$ cat src/inc/clock_prescalers_pkg.sv
// constants, types and register map for the prescalers and wake wait block
// assumes a single system clock and an 8-bit register port
package clock_prescalers_pkg;
  localparam int SYS_PRESCALER_W = 13;
  localparam int SUB_PRESCALER_W = 5;
  localparam int WAIT_CNT_W      = 17;
  localparam int CLK_PERIOD_NS   = 40;

  // register offsets on the plain port
  localparam logic [3:0] OSC_CTRL_ADDR   = 4'h0;
  localparam logic [3:0] SYS_CTRL1_ADDR  = 4'h1;
  localparam logic [3:0] TIMER_MODE_ADDR = 4'h2;

  // field positions
  localparam int SUBCLOCK_STOP_BIT = 7;
  localparam int IRQAEC_FLAG_BIT   = 2;
  localparam int OSC_FLAG_BIT      = 1;
  localparam int WAIT_SEL_LSB      = 4;
  localparam int TIMER_BIT3        = 3;
  localparam int TIMER_BIT2        = 2;

  // values after reset
  localparam logic [7:0] OSC_CTRL_RESET   = 8'h00;
  localparam logic [2:0] WAIT_SEL_RESET   = 3'h0;
  localparam logic [7:0] TIMER_MODE_RESET = 8'h00;

  // subclock divided by four, medium-speed divider terminal counts
  localparam logic [1:0] SUB_DIV_LAST  = 2'h3;
  localparam logic [6:0] MED_DIV16_LAST  = 7'h0f;
  localparam logic [6:0] MED_DIV32_LAST  = 7'h1f;
  localparam logic [6:0] MED_DIV64_LAST  = 7'h3f;
  localparam logic [6:0] MED_DIV128_LAST = 7'h7f;

  // wait lengths in states for selects 0 to 4; longer ones are top parameters
  localparam int WAIT_STATES_0 = 8;
  localparam int WAIT_STATES_1 = 16;
  localparam int WAIT_STATES_2 = 1024;
  localparam int WAIT_STATES_3 = 2048;
  localparam int WAIT_STATES_4 = 4096;

  typedef struct packed {
    logic [3:0] addr;
    logic [7:0] wdata;
    logic       wr;
    logic       rd;
  } reg_req_t;

  typedef struct packed {
    logic       low_power;
    logic       subactive;
    logic       medium_speed;
    logic [1:0] medium_div;
  } mode_t;

  typedef enum logic [1:0] {RUNNING, CLOCK_HALTED, OSC_SETTLE, STATE_WAIT} wake_state_t;
endpackage : clock_prescalers_pkg

$ cat src/core/clock_prescalers_and_osc_wait.sv
// system and subclock prescalers, subclock stop control and wake wait sequencer
// assumes mode, wake and tick inputs synchronous to clk_sys_in
`timescale 1ns/1ps

// Notes on behaviour
// - writing 1 to subclock stop halts the subclock oscillator; 0 keeps it running
// - system prescaler is a 13-bit up-counter advancing once per system clock
// - reset clears the system prescaler; counting starts when reset ends
// - in low-power modes the system prescaler halts and is cleared
// - the system prescaler has no software-visible register
// - all peripheral consumers share the system prescaler taps, each picking its own
// - in medium-speed mode the prescaler input is oscillator divided by 16 to 128
// - subclock prescaler is a 5-bit up-counter on the subclock divided by four
// - reset clears the subclock prescaler; counting starts when reset ends
// - subclock prescaler keeps counting in low-power modes while subclock runs
// - writing ones to timer mode bits 3 and 2 clears the subclock prescaler
// - subclock prescaler taps serve as the interval timer clock source
// - on wake the system oscillator restarts when the interrupt is accepted
// - wait length is selected by bits 6 to 4 of system control register 1
// - after a clock halt cpu and peripherals are held for 8 to 131072 states
// - operation resumes only after stabilization plus selected wait both elapse
// - with debugger attached use internal oscillator, system oscillator for flash work
// - subclock stop is bit 7 of the oscillator control register
// - setting subclock stop in subactive mode stops the whole device
module clock_prescalers_and_osc_wait #(
  parameter int WAIT_STATES_5 = 8192,
  parameter int WAIT_STATES_6 = 32768,
  parameter int WAIT_STATES_7 = 131072
) (
  // clock and reset
  input  wire logic                                        clk_sys_in,
  input  wire logic                                        rst_n_in,
  // register port
  input  wire clock_prescalers_pkg::reg_req_t              reg_req_in,
  output logic [7:0]                                       reg_rdata_out,
  // operating mode and wake
  input  wire clock_prescalers_pkg::mode_t                 mode_in,
  input  wire logic                                        wake_accept_in,
  input  wire logic                                        osc_stable_in,
  // subclock tick, strap and debugger
  input  wire logic                                        sub_tick_in,
  input  wire logic                                        irqaec_strap_in,
  input  wire logic                                        debugger_in,
  input  wire logic                                        flash_prog_in,
  // clock control
  output logic                                             subclock_osc_enable_out,
  output logic                                             system_osc_enable_out,
  output logic                                             internal_osc_out,
  output logic                                             cpu_hold_out,
  output logic                                             device_stop_out,
  // prescaler taps
  output logic [clock_prescalers_pkg::SYS_PRESCALER_W-1:0] system_prescaler_out,
  output logic [clock_prescalers_pkg::SUB_PRESCALER_W-1:0] subclock_prescaler_out
);
  import clock_prescalers_pkg::*;

  logic                       subclock_stop;
  logic [2:0]                 osc_ctrl_spare;
  logic                       irqaec_flag;
  logic                       strap_taken;
  logic [2:0]                 wait_select;
  logic [7:0]                 timer_mode;
  logic [6:0]                 med_div;
  logic [1:0]                 sub_div;
  logic                       next_subclock_stop;
  logic [2:0]                 next_osc_ctrl_spare;
  logic                       next_irqaec_flag;
  logic                       next_strap_taken;
  logic [2:0]                 next_wait_select;
  logic [7:0]                 next_timer_mode;
  logic [6:0]                 next_med_div;
  logic [1:0]                 next_sub_div;
  logic [7:0]                 next_rdata;
  logic                       next_device_stop;
  logic                       next_internal_osc;
  logic [SYS_PRESCALER_W-1:0] next_sys_presc;
  logic [SUB_PRESCALER_W-1:0] next_sub_presc;
  logic                       osc_wr;
  logic                       timer_wr;
  logic                       sub_clear;
  logic [6:0]                 med_last;
  logic [7:0]                 osc_ctrl_view;

  assign osc_wr    = reg_req_in.wr && (reg_req_in.addr == OSC_CTRL_ADDR);
  assign timer_wr  = reg_req_in.wr && (reg_req_in.addr == TIMER_MODE_ADDR);
  assign sub_clear = timer_wr && reg_req_in.wdata[TIMER_BIT3] && reg_req_in.wdata[TIMER_BIT2];
  assign osc_ctrl_view = {subclock_stop, 1'b0, osc_ctrl_spare, irqaec_flag, internal_osc_out, 1'b0};

  always_comb begin
    next_subclock_stop  = subclock_stop;
    next_osc_ctrl_spare = osc_ctrl_spare;
    next_wait_select    = wait_select;
    next_timer_mode     = timer_mode;
    next_device_stop    = device_stop_out;
    next_strap_taken    = 1'b1;
    next_irqaec_flag    = strap_taken ? irqaec_flag : irqaec_strap_in;
    if (osc_wr) begin
      next_subclock_stop  = reg_req_in.wdata[SUBCLOCK_STOP_BIT];
      next_osc_ctrl_spare = reg_req_in.wdata[5:3];
      if (reg_req_in.wdata[SUBCLOCK_STOP_BIT] && mode_in.subactive) begin
        next_device_stop = 1'b1;
      end
    end
    if (reg_req_in.wr && (reg_req_in.addr == SYS_CTRL1_ADDR)) begin
      next_wait_select = reg_req_in.wdata[WAIT_SEL_LSB +: 3];
    end
    if (timer_wr) begin
      next_timer_mode = reg_req_in.wdata;
    end
    // the prescaler counters are not on the port
    next_rdata = 8'h00;
    if (reg_req_in.rd) begin
      case (reg_req_in.addr)
        OSC_CTRL_ADDR:   next_rdata = osc_ctrl_view;
        SYS_CTRL1_ADDR:  next_rdata = {1'b0, wait_select, 4'h0};
        TIMER_MODE_ADDR: next_rdata = timer_mode;
        default:         next_rdata = 8'h00;
      endcase
    end
    // debugger run uses the internal oscillator, flash work the system one
    if (debugger_in) begin
      next_internal_osc = !flash_prog_in;
    end else begin
      next_internal_osc = next_irqaec_flag;
    end
    // system prescaler
    case (mode_in.medium_div)
      2'h0:    med_last = MED_DIV16_LAST;
      2'h1:    med_last = MED_DIV32_LAST;
      2'h2:    med_last = MED_DIV64_LAST;
      default: med_last = MED_DIV128_LAST;
    endcase
    next_med_div   = med_div + 7'h01;
    next_sys_presc = system_prescaler_out;
    if (mode_in.low_power) begin
      next_med_div   = 7'h00;
      next_sys_presc = '0;
    end else if (!mode_in.medium_speed) begin
      next_med_div   = 7'h00;
      next_sys_presc = system_prescaler_out + 13'h0001;
    end else if (med_div >= med_last) begin
      next_med_div   = 7'h00;
      next_sys_presc = system_prescaler_out + 13'h0001;
    end
    // subclock prescaler runs regardless of the power mode
    next_sub_div   = sub_div;
    next_sub_presc = subclock_prescaler_out;
    if (sub_tick_in && !subclock_stop) begin
      next_sub_div = sub_div + 2'h1;
      if (sub_div == SUB_DIV_LAST) begin
        next_sub_presc = subclock_prescaler_out + 5'h01;
      end
    end
    if (sub_clear) begin
      next_sub_div   = 2'h0;
      next_sub_presc = '0;
    end
  end

  always_ff @(posedge clk_sys_in) begin
    if (!rst_n_in) begin
      subclock_stop           <= OSC_CTRL_RESET[SUBCLOCK_STOP_BIT];
      osc_ctrl_spare          <= OSC_CTRL_RESET[5:3];
      irqaec_flag             <= 1'b0;
      strap_taken             <= 1'b0;
      internal_osc_out        <= 1'b0;
      wait_select             <= WAIT_SEL_RESET;
      timer_mode              <= TIMER_MODE_RESET;
      reg_rdata_out           <= 8'h00;
      device_stop_out         <= 1'b0;
      subclock_osc_enable_out <= 1'b1;
      med_div                 <= 7'h00;
      sub_div                 <= 2'h0;
      system_prescaler_out    <= '0;
      subclock_prescaler_out  <= '0;
    end else begin
      subclock_stop           <= next_subclock_stop;
      osc_ctrl_spare          <= next_osc_ctrl_spare;
      irqaec_flag             <= next_irqaec_flag;
      strap_taken             <= next_strap_taken;
      internal_osc_out        <= next_internal_osc;
      wait_select             <= next_wait_select;
      timer_mode              <= next_timer_mode;
      reg_rdata_out           <= next_rdata;
      device_stop_out         <= next_device_stop;
      subclock_osc_enable_out <= !next_subclock_stop;
      med_div                 <= next_med_div;
      sub_div                 <= next_sub_div;
      system_prescaler_out    <= next_sys_presc;
      subclock_prescaler_out  <= next_sub_presc;
    end
  end

  // wake sequencer: halt, oscillator settle, then counted wait
  wake_state_t           state;
  wake_state_t           next_state;
  logic [WAIT_CNT_W-1:0] wait_cnt;
  logic [WAIT_CNT_W-1:0] next_wait_cnt;
  logic [WAIT_CNT_W-1:0] wait_load;
  logic                  next_hold;
  logic                  next_sys_osc;

  always_comb begin
    case (wait_select)
      3'h0:    wait_load = WAIT_CNT_W'(WAIT_STATES_0 - 1);
      3'h1:    wait_load = WAIT_CNT_W'(WAIT_STATES_1 - 1);
      3'h2:    wait_load = WAIT_CNT_W'(WAIT_STATES_2 - 1);
      3'h3:    wait_load = WAIT_CNT_W'(WAIT_STATES_3 - 1);
      3'h4:    wait_load = WAIT_CNT_W'(WAIT_STATES_4 - 1);
      3'h5:    wait_load = WAIT_CNT_W'(WAIT_STATES_5 - 1);
      3'h6:    wait_load = WAIT_CNT_W'(WAIT_STATES_6 - 1);
      default: wait_load = WAIT_CNT_W'(WAIT_STATES_7 - 1);
    endcase
    next_state    = state;
    next_wait_cnt = wait_cnt;
    case (state)
      RUNNING: begin
        if (mode_in.low_power) begin
          next_state = CLOCK_HALTED;
        end
      end
      CLOCK_HALTED: begin
        if (wake_accept_in) begin
          next_state = OSC_SETTLE;
        end
      end
      OSC_SETTLE: begin
        if (osc_stable_in) begin
          next_state    = STATE_WAIT;
          next_wait_cnt = wait_load;
        end
      end
      STATE_WAIT: begin
        if (wait_cnt == '0) begin
          next_state = RUNNING;
        end else begin
          next_wait_cnt = wait_cnt - 17'h00001;
        end
      end
      default: next_state = RUNNING;
    endcase
    next_hold    = (next_state != RUNNING);
    next_sys_osc = (next_state != CLOCK_HALTED);
  end

  always_ff @(posedge clk_sys_in) begin
    if (!rst_n_in) begin
      state                 <= RUNNING;
      wait_cnt              <= '0;
      cpu_hold_out          <= 1'b0;
      system_osc_enable_out <= 1'b1;
    end else begin
      state                 <= next_state;
      wait_cnt              <= next_wait_cnt;
      cpu_hold_out          <= next_hold;
      system_osc_enable_out <= next_sys_osc;
    end
  end
endmodule : clock_prescalers_and_osc_wait

$ cat config.mk
export PLATFORM = sky130hd
export DESIGN_NAME = clock_prescalers_and_osc_wait
export DESIGN_NICKNAME = d
export VERILOG_FILES = /design/src/inc/clock_prescalers_pkg.sv /design/src/core/clock_prescalers_and_osc_wait.sv
export SDC_FILE = /design/constraint.sdc
export NUM_CORES = 1
export LEC_CHECK = 0
export BUFFER_PORTS_ARGS = -buffer_cell sky130_fd_sc_hd__buf_4
export CORE_UTILIZATION = 60
export CTS_CLUSTER_DIAMETER = 30
export DETAILED_ROUTE_END_ITERATION = 7
export PLACE_DENSITY = 0.8
export SLEW_MARGIN = 20
export SYNTH_ARGS = -nofsm -noshare
export SYNTH_HDL_FRONTEND = slang
export SYNTH_SLANG_ARGS = --single-unit
$ cat constraint.sdc
create_clock -name clk_sys_in -period 3.3 [get_ports clk_sys_in]
set_input_delay 0 -clock clk_sys_in [delete_from_list [all_inputs] [get_ports clk_sys_in]]
set_output_delay 0 -clock clk_sys_in [all_outputs]
set_load 0.01 [all_outputs]
# After elaboration in Yosys (flattened, before gate mapping)
# Cells that the tools add are included.
# W data, S select, Z words.
# totals
ramBits	0
register_bits	76
latchBits	0
rom_bits	0
mem_count	0
# op_classes
magnitude_cmp	1
reduce_logical	24
eq_ne	18
div_mod_pow	0
mux	17
shifts	0
n_mul	0
bitwise	2
add_sub_neg	5
# op_table
cell	n
$pmux W17 S7	1
$mux W17	2
$pmux W17 S2	1
$mux W13	2
$pmux W8 S3	1
$pmux W7 S3	1
$logic_not A17 Y1	1
$sub A17 B1 Y17 const B	1
$add A13 B1 Y13 const B	1
$eq A3 B3 Y1 const B	3
$eq A2 B2 Y1 const B	4
$mux W2	4
$pmux W2 S4	1
$add A7 B1 Y7 const B	1
$ge A7 B7 Y1	1
$logic_and A1 B1 Y1	7
$eq A3 B2 Y1 const B	2
$reduce_and A2 Y1	3
$add A5 B1 Y5 const B	1
$eq A2 B1 Y1 const B	2
$eq A4 B1 Y1 const B	1
$eq A4 B2 Y1 const B	1
$logic_not A2 Y1	2
$logic_not A4 Y1	1
12 further kinds	22

# Longest topological paths before layout
# depth
word_depth	5
depth_mapped	8

# Least setup slack after synthesis
# OpenSTA, ideal clock, no wires.
# synth_timing
path_type	reg-to-reg
from	register wait_cnt[0]
to	register wait_cnt[10]
n_path_buf	0
arrival_time_ps	1596
required_ps	3182
setup_slack_ps	1586
synth_period_minus_slack_ps	1714
stages_incl_launch_ff	8
cell_sequence	dfxtp_1 inv_1 ha_1 or3b_2 nor4_2 xor2_1 a22oi_1 nor2_1
# synth_between
elab_chain_len	3
elab_cells_between_ends	6
cone_classes	add/sub: 1; eq/ne: 1; mux: 2; reduce/logical: 2
# synth_lines
element	line_no	rtl
start: declaration	clock_prescalers_and_osc_wait.sv:197	logic [WAIT_CNT_W-1:0] wait_cnt;
start signal: assignment	clock_prescalers_and_osc_wait.sv:254	wait_cnt <= next_wait_cnt;
$sub A17 B1 Y17 or $logic_not A17 Y1 (tied branches)	clock_prescalers_and_osc_wait.sv:237, clock_prescalers_and_osc_wait.sv:234	
$mux W17 or $ne A2 B2 Y1 (tied branches)	-	
$pmux W17 S2 or $reduce_and A3 Y1 (tied branches)	-	
# Several ways; a longest one is shown, not always the timed one. The select of a mux whose other input is x is not followed.
# A chain may end at the register's enable or synchronous reset.

# Final worst setup path
# layout_timing
from	register wait_cnt[0]
to	register wait_cnt[6]
# The elaborated chain is that of the path after synthesis.

==> run summary <==
Hold Fails Final Rpt: 0
die width: 78.4 µm
Setup Skew: 0.00736 ns
syn nets: 439
most frequent cells in the layout: 76 x dfxtp_1, 73 x nor2_1, 59 x buf_4, 31 x a21oi_1, 23 x mux2i_1
Unique masters post-synth: 46
H-Tree Depth: 3
Clk Latency, worst-skew pair: 0.34 ns
setup TNS: 0 ns
most common cell after layout, fill and taps aside: dfxtp_1
Routability Congestion: 0.859
Setup Crit Path Kind: reg2reg
Hold Path Cell Cnt: 3
crit path max-delay cell type: a21oi_2
#FFs+latches synth: 76
data arrival time of the worst path: 2.41 ns
largest net degree at the start of global routing: 23
CP endpoint kind: register
clock slew at reported path FFs: 0.08 ns
ANT cells: 0
area of the die: 6140 µm²
routed via count: 3095
Max-Slew Margin vs Limit: 52.9%
root buffer cell: clkbuf_8
Max rail drop VDD: 0.000404 V
max_cap viols: 0
Final setup viols: 0
synthesized instance count: 403
final wirelength: 7790 µm
HPWL Detailed: 5160 µm
area grow syn2layout: 24.2%
Ports: 58
PD cells: 486 nW/µm²
GRT Residual Overflow: 0
Worst Setup SP: wait_cnt[0]
RSZ-0062 raised after global routing: false
Fin Hold WS: 0.0146 ns
drt drc: 0
drt wl/cell: 14.2 µm
drt pass-1 iters: 4
DRT iter0 DRCs: 163
number of buffers created by CTS: 9
CP Launch Type: register
P_leak: 0.00188 µW
Initial Util: 62.8%
status: finished, final reports clean
IO buf count: 57
Final period util: 65.0%
Final min period: 2.14 ns
Site Rows: 27
quantity of gates resized following cts: 0
R2R setup slack: 1.16 ns
Reg2Reg Launch Point: wait_cnt[0]
worst-path cell chain: inv_1 -> ha_1 -> nor4b_1 -> nand4_1 -> a21oi_2 -> o21ai_0 -> a21oi_1
Top FF cell, synth: dfxtp_1
Clock Tree Buf Depth: 2
All-Layer GR Usage: 26.3%
Final ANT Viol Nets: 0
vias in the first global route: 2819
Seq/Total Area, Yosys: 43.5%
core footprint: 5570 µm²
Worst Path Required: 3.57 ns
worst reg2reg path depth: 7
DR vias/cell: 5.64
share of cells above drive strength 1: 17.8%
Worst Setup EP: wait_cnt[6]
ys async rst share: 0%
Slew @ Worst Pin: 0.705 ns
Final Max Slew Viols: 0
CTS Sinks: 76
first-pass GRT wire length: 12800 µm
capturing point of the worst reg2reg path: wait_cnt[6]
warnings from Yosys: 0
EDFF count, synth: 0
Crit Path Max Fanout: 12
worst hold path type: in2reg
Layout Nets: 509
syn_area_per_cell: 8.69 µm²
CTS tree: yes
fmax: 466 MHz
Mapped Area: 3500 µm²
CP peak stage delay: 0.49 ns
Die Span Y: 78.4 µm
initial antenna violation count: 0
## registers in the layout (all words and copies together) (netlist names), 2 cells and up
register                flops
state                       2
osc_ctrl_spare              3
sub_div                     2
system_prescaler_out       13
wait_select                 3
reg_rdata_out               8
med_div                     7
timer_mode                  8
subclock_prescaler_out      5
wait_cnt                   17
## final cells by class
cell class                 count  area, µm²
multi-input combinational    295       1850
sequential                    76       1520
fill                         372       1220
timing repair buffer          75        603
clock buffer                  11        151
tap                           72       90.1
clock inverter                 4       72.6
inverter                      16       60.1
## logic make-up (layout without fill, tap and decap cells)
kind of cell | after synthesis | count (layout) | synth area share (%)
XOR/XNOR | 24 | 24 | 6.00
flip-flops | 76 | 76 | 43.5
adder cells (fa/ha/maj) | 9 | 9 | 3.22
multiplexers | 24 | 24 | 6.90
AND/OR/NAND/NOR | 148 | 148 | 21.4
AO/OA/AOI/OAI | 90 | 90 | 15.4
buffers and inverters | 32 | 106 | 3.68
## per-stage QoR
stage | util (%) | cells | total power, µW | area, µm² | setup slack (ns)
after floorplan | - | 403 | 1230 | 3500 | 1.59
after global placement | 71.1 | 518 | 1310 | 3970 | 1.30
after detailed placement | 71.1 | 518 | 1320 | 3970 | 1.22
after CTS | 78.0 | 549 | 2120 | 4350 | 1.20
after global routing | 78.0 | 549 | 2200 | 4350 | 1.04
final | 78.0 | 549 | 2110 | 4350 | 1.16
## where the power goes
group	internal (µW)	switching [µW]
Sequential	945	35.5
Combinational	149	194
Clock	462	329
## worst min-delay path by stage
stage,start,to
after floorplan,rst_n_in,strap_taken
after global placement,flash_prog_in,internal_osc_out
after detailed placement,flash_prog_in,internal_osc_out
after CTS,reg_req_in[0],reg_rdata_out[4]
after global routing,reg_req_in[0],reg_rdata_out[4]
final,reg_req_in[0],reg_rdata_out[4]
## worst max-delay path, delay by kind of cell, from the launching register on
| kind | cells | cell delay (ns) |
|---|---|---|
| and+or+nand+nor | 2 | 0.63 |
| DFF | 1 | 0.36 |
| AOI/OAI and AO/OA | 3 | 0.85 |
| buffers and inverters | 1 | 0.09 |
| adders and majority gates | 1 | 0.14 |
## repair_timing
action                    4_1_cts  5_1_grt
hold endpoints to repair       22        0
buffers inserted                0        0
hold buffers                   16        0
## synth_stat cells, types with 5 or more instances
library cell	instances	area share (%)
dfxtp_1	76	43
nor2_1	73	7.8
a21oi_1	31	4.4
mux2i_1	23	6.6
xor2_1	18	4.5
nand2_1	17	1.8
inv_1	16	1.7
o21ai_1	16	2.3
clkbuf_1	11	1.2
o21ai_0	11	1.6
ha_1	9	3.2
nand3_1	9	1.3
nor3_1	6	0.86
xnor2_1	6	1.5
and3_1	5	0.89
nand4_1	5	0.89
nor2b_1	5	0.89
o211ai_1	5	1.1
## routing by layer
metal / track usage, % / vias up / part of all wire, %
li1: - / 1557 / -
met5: 0 / - / 0
met1: 33.5 / 1440 / 46
met3: 4.77 / 13 / 4.4
met4: 11.1 / 0 / 1.7
met2: 43.8 / 85 / 48
No activity file was read; power rests on OpenSTA's default activity.
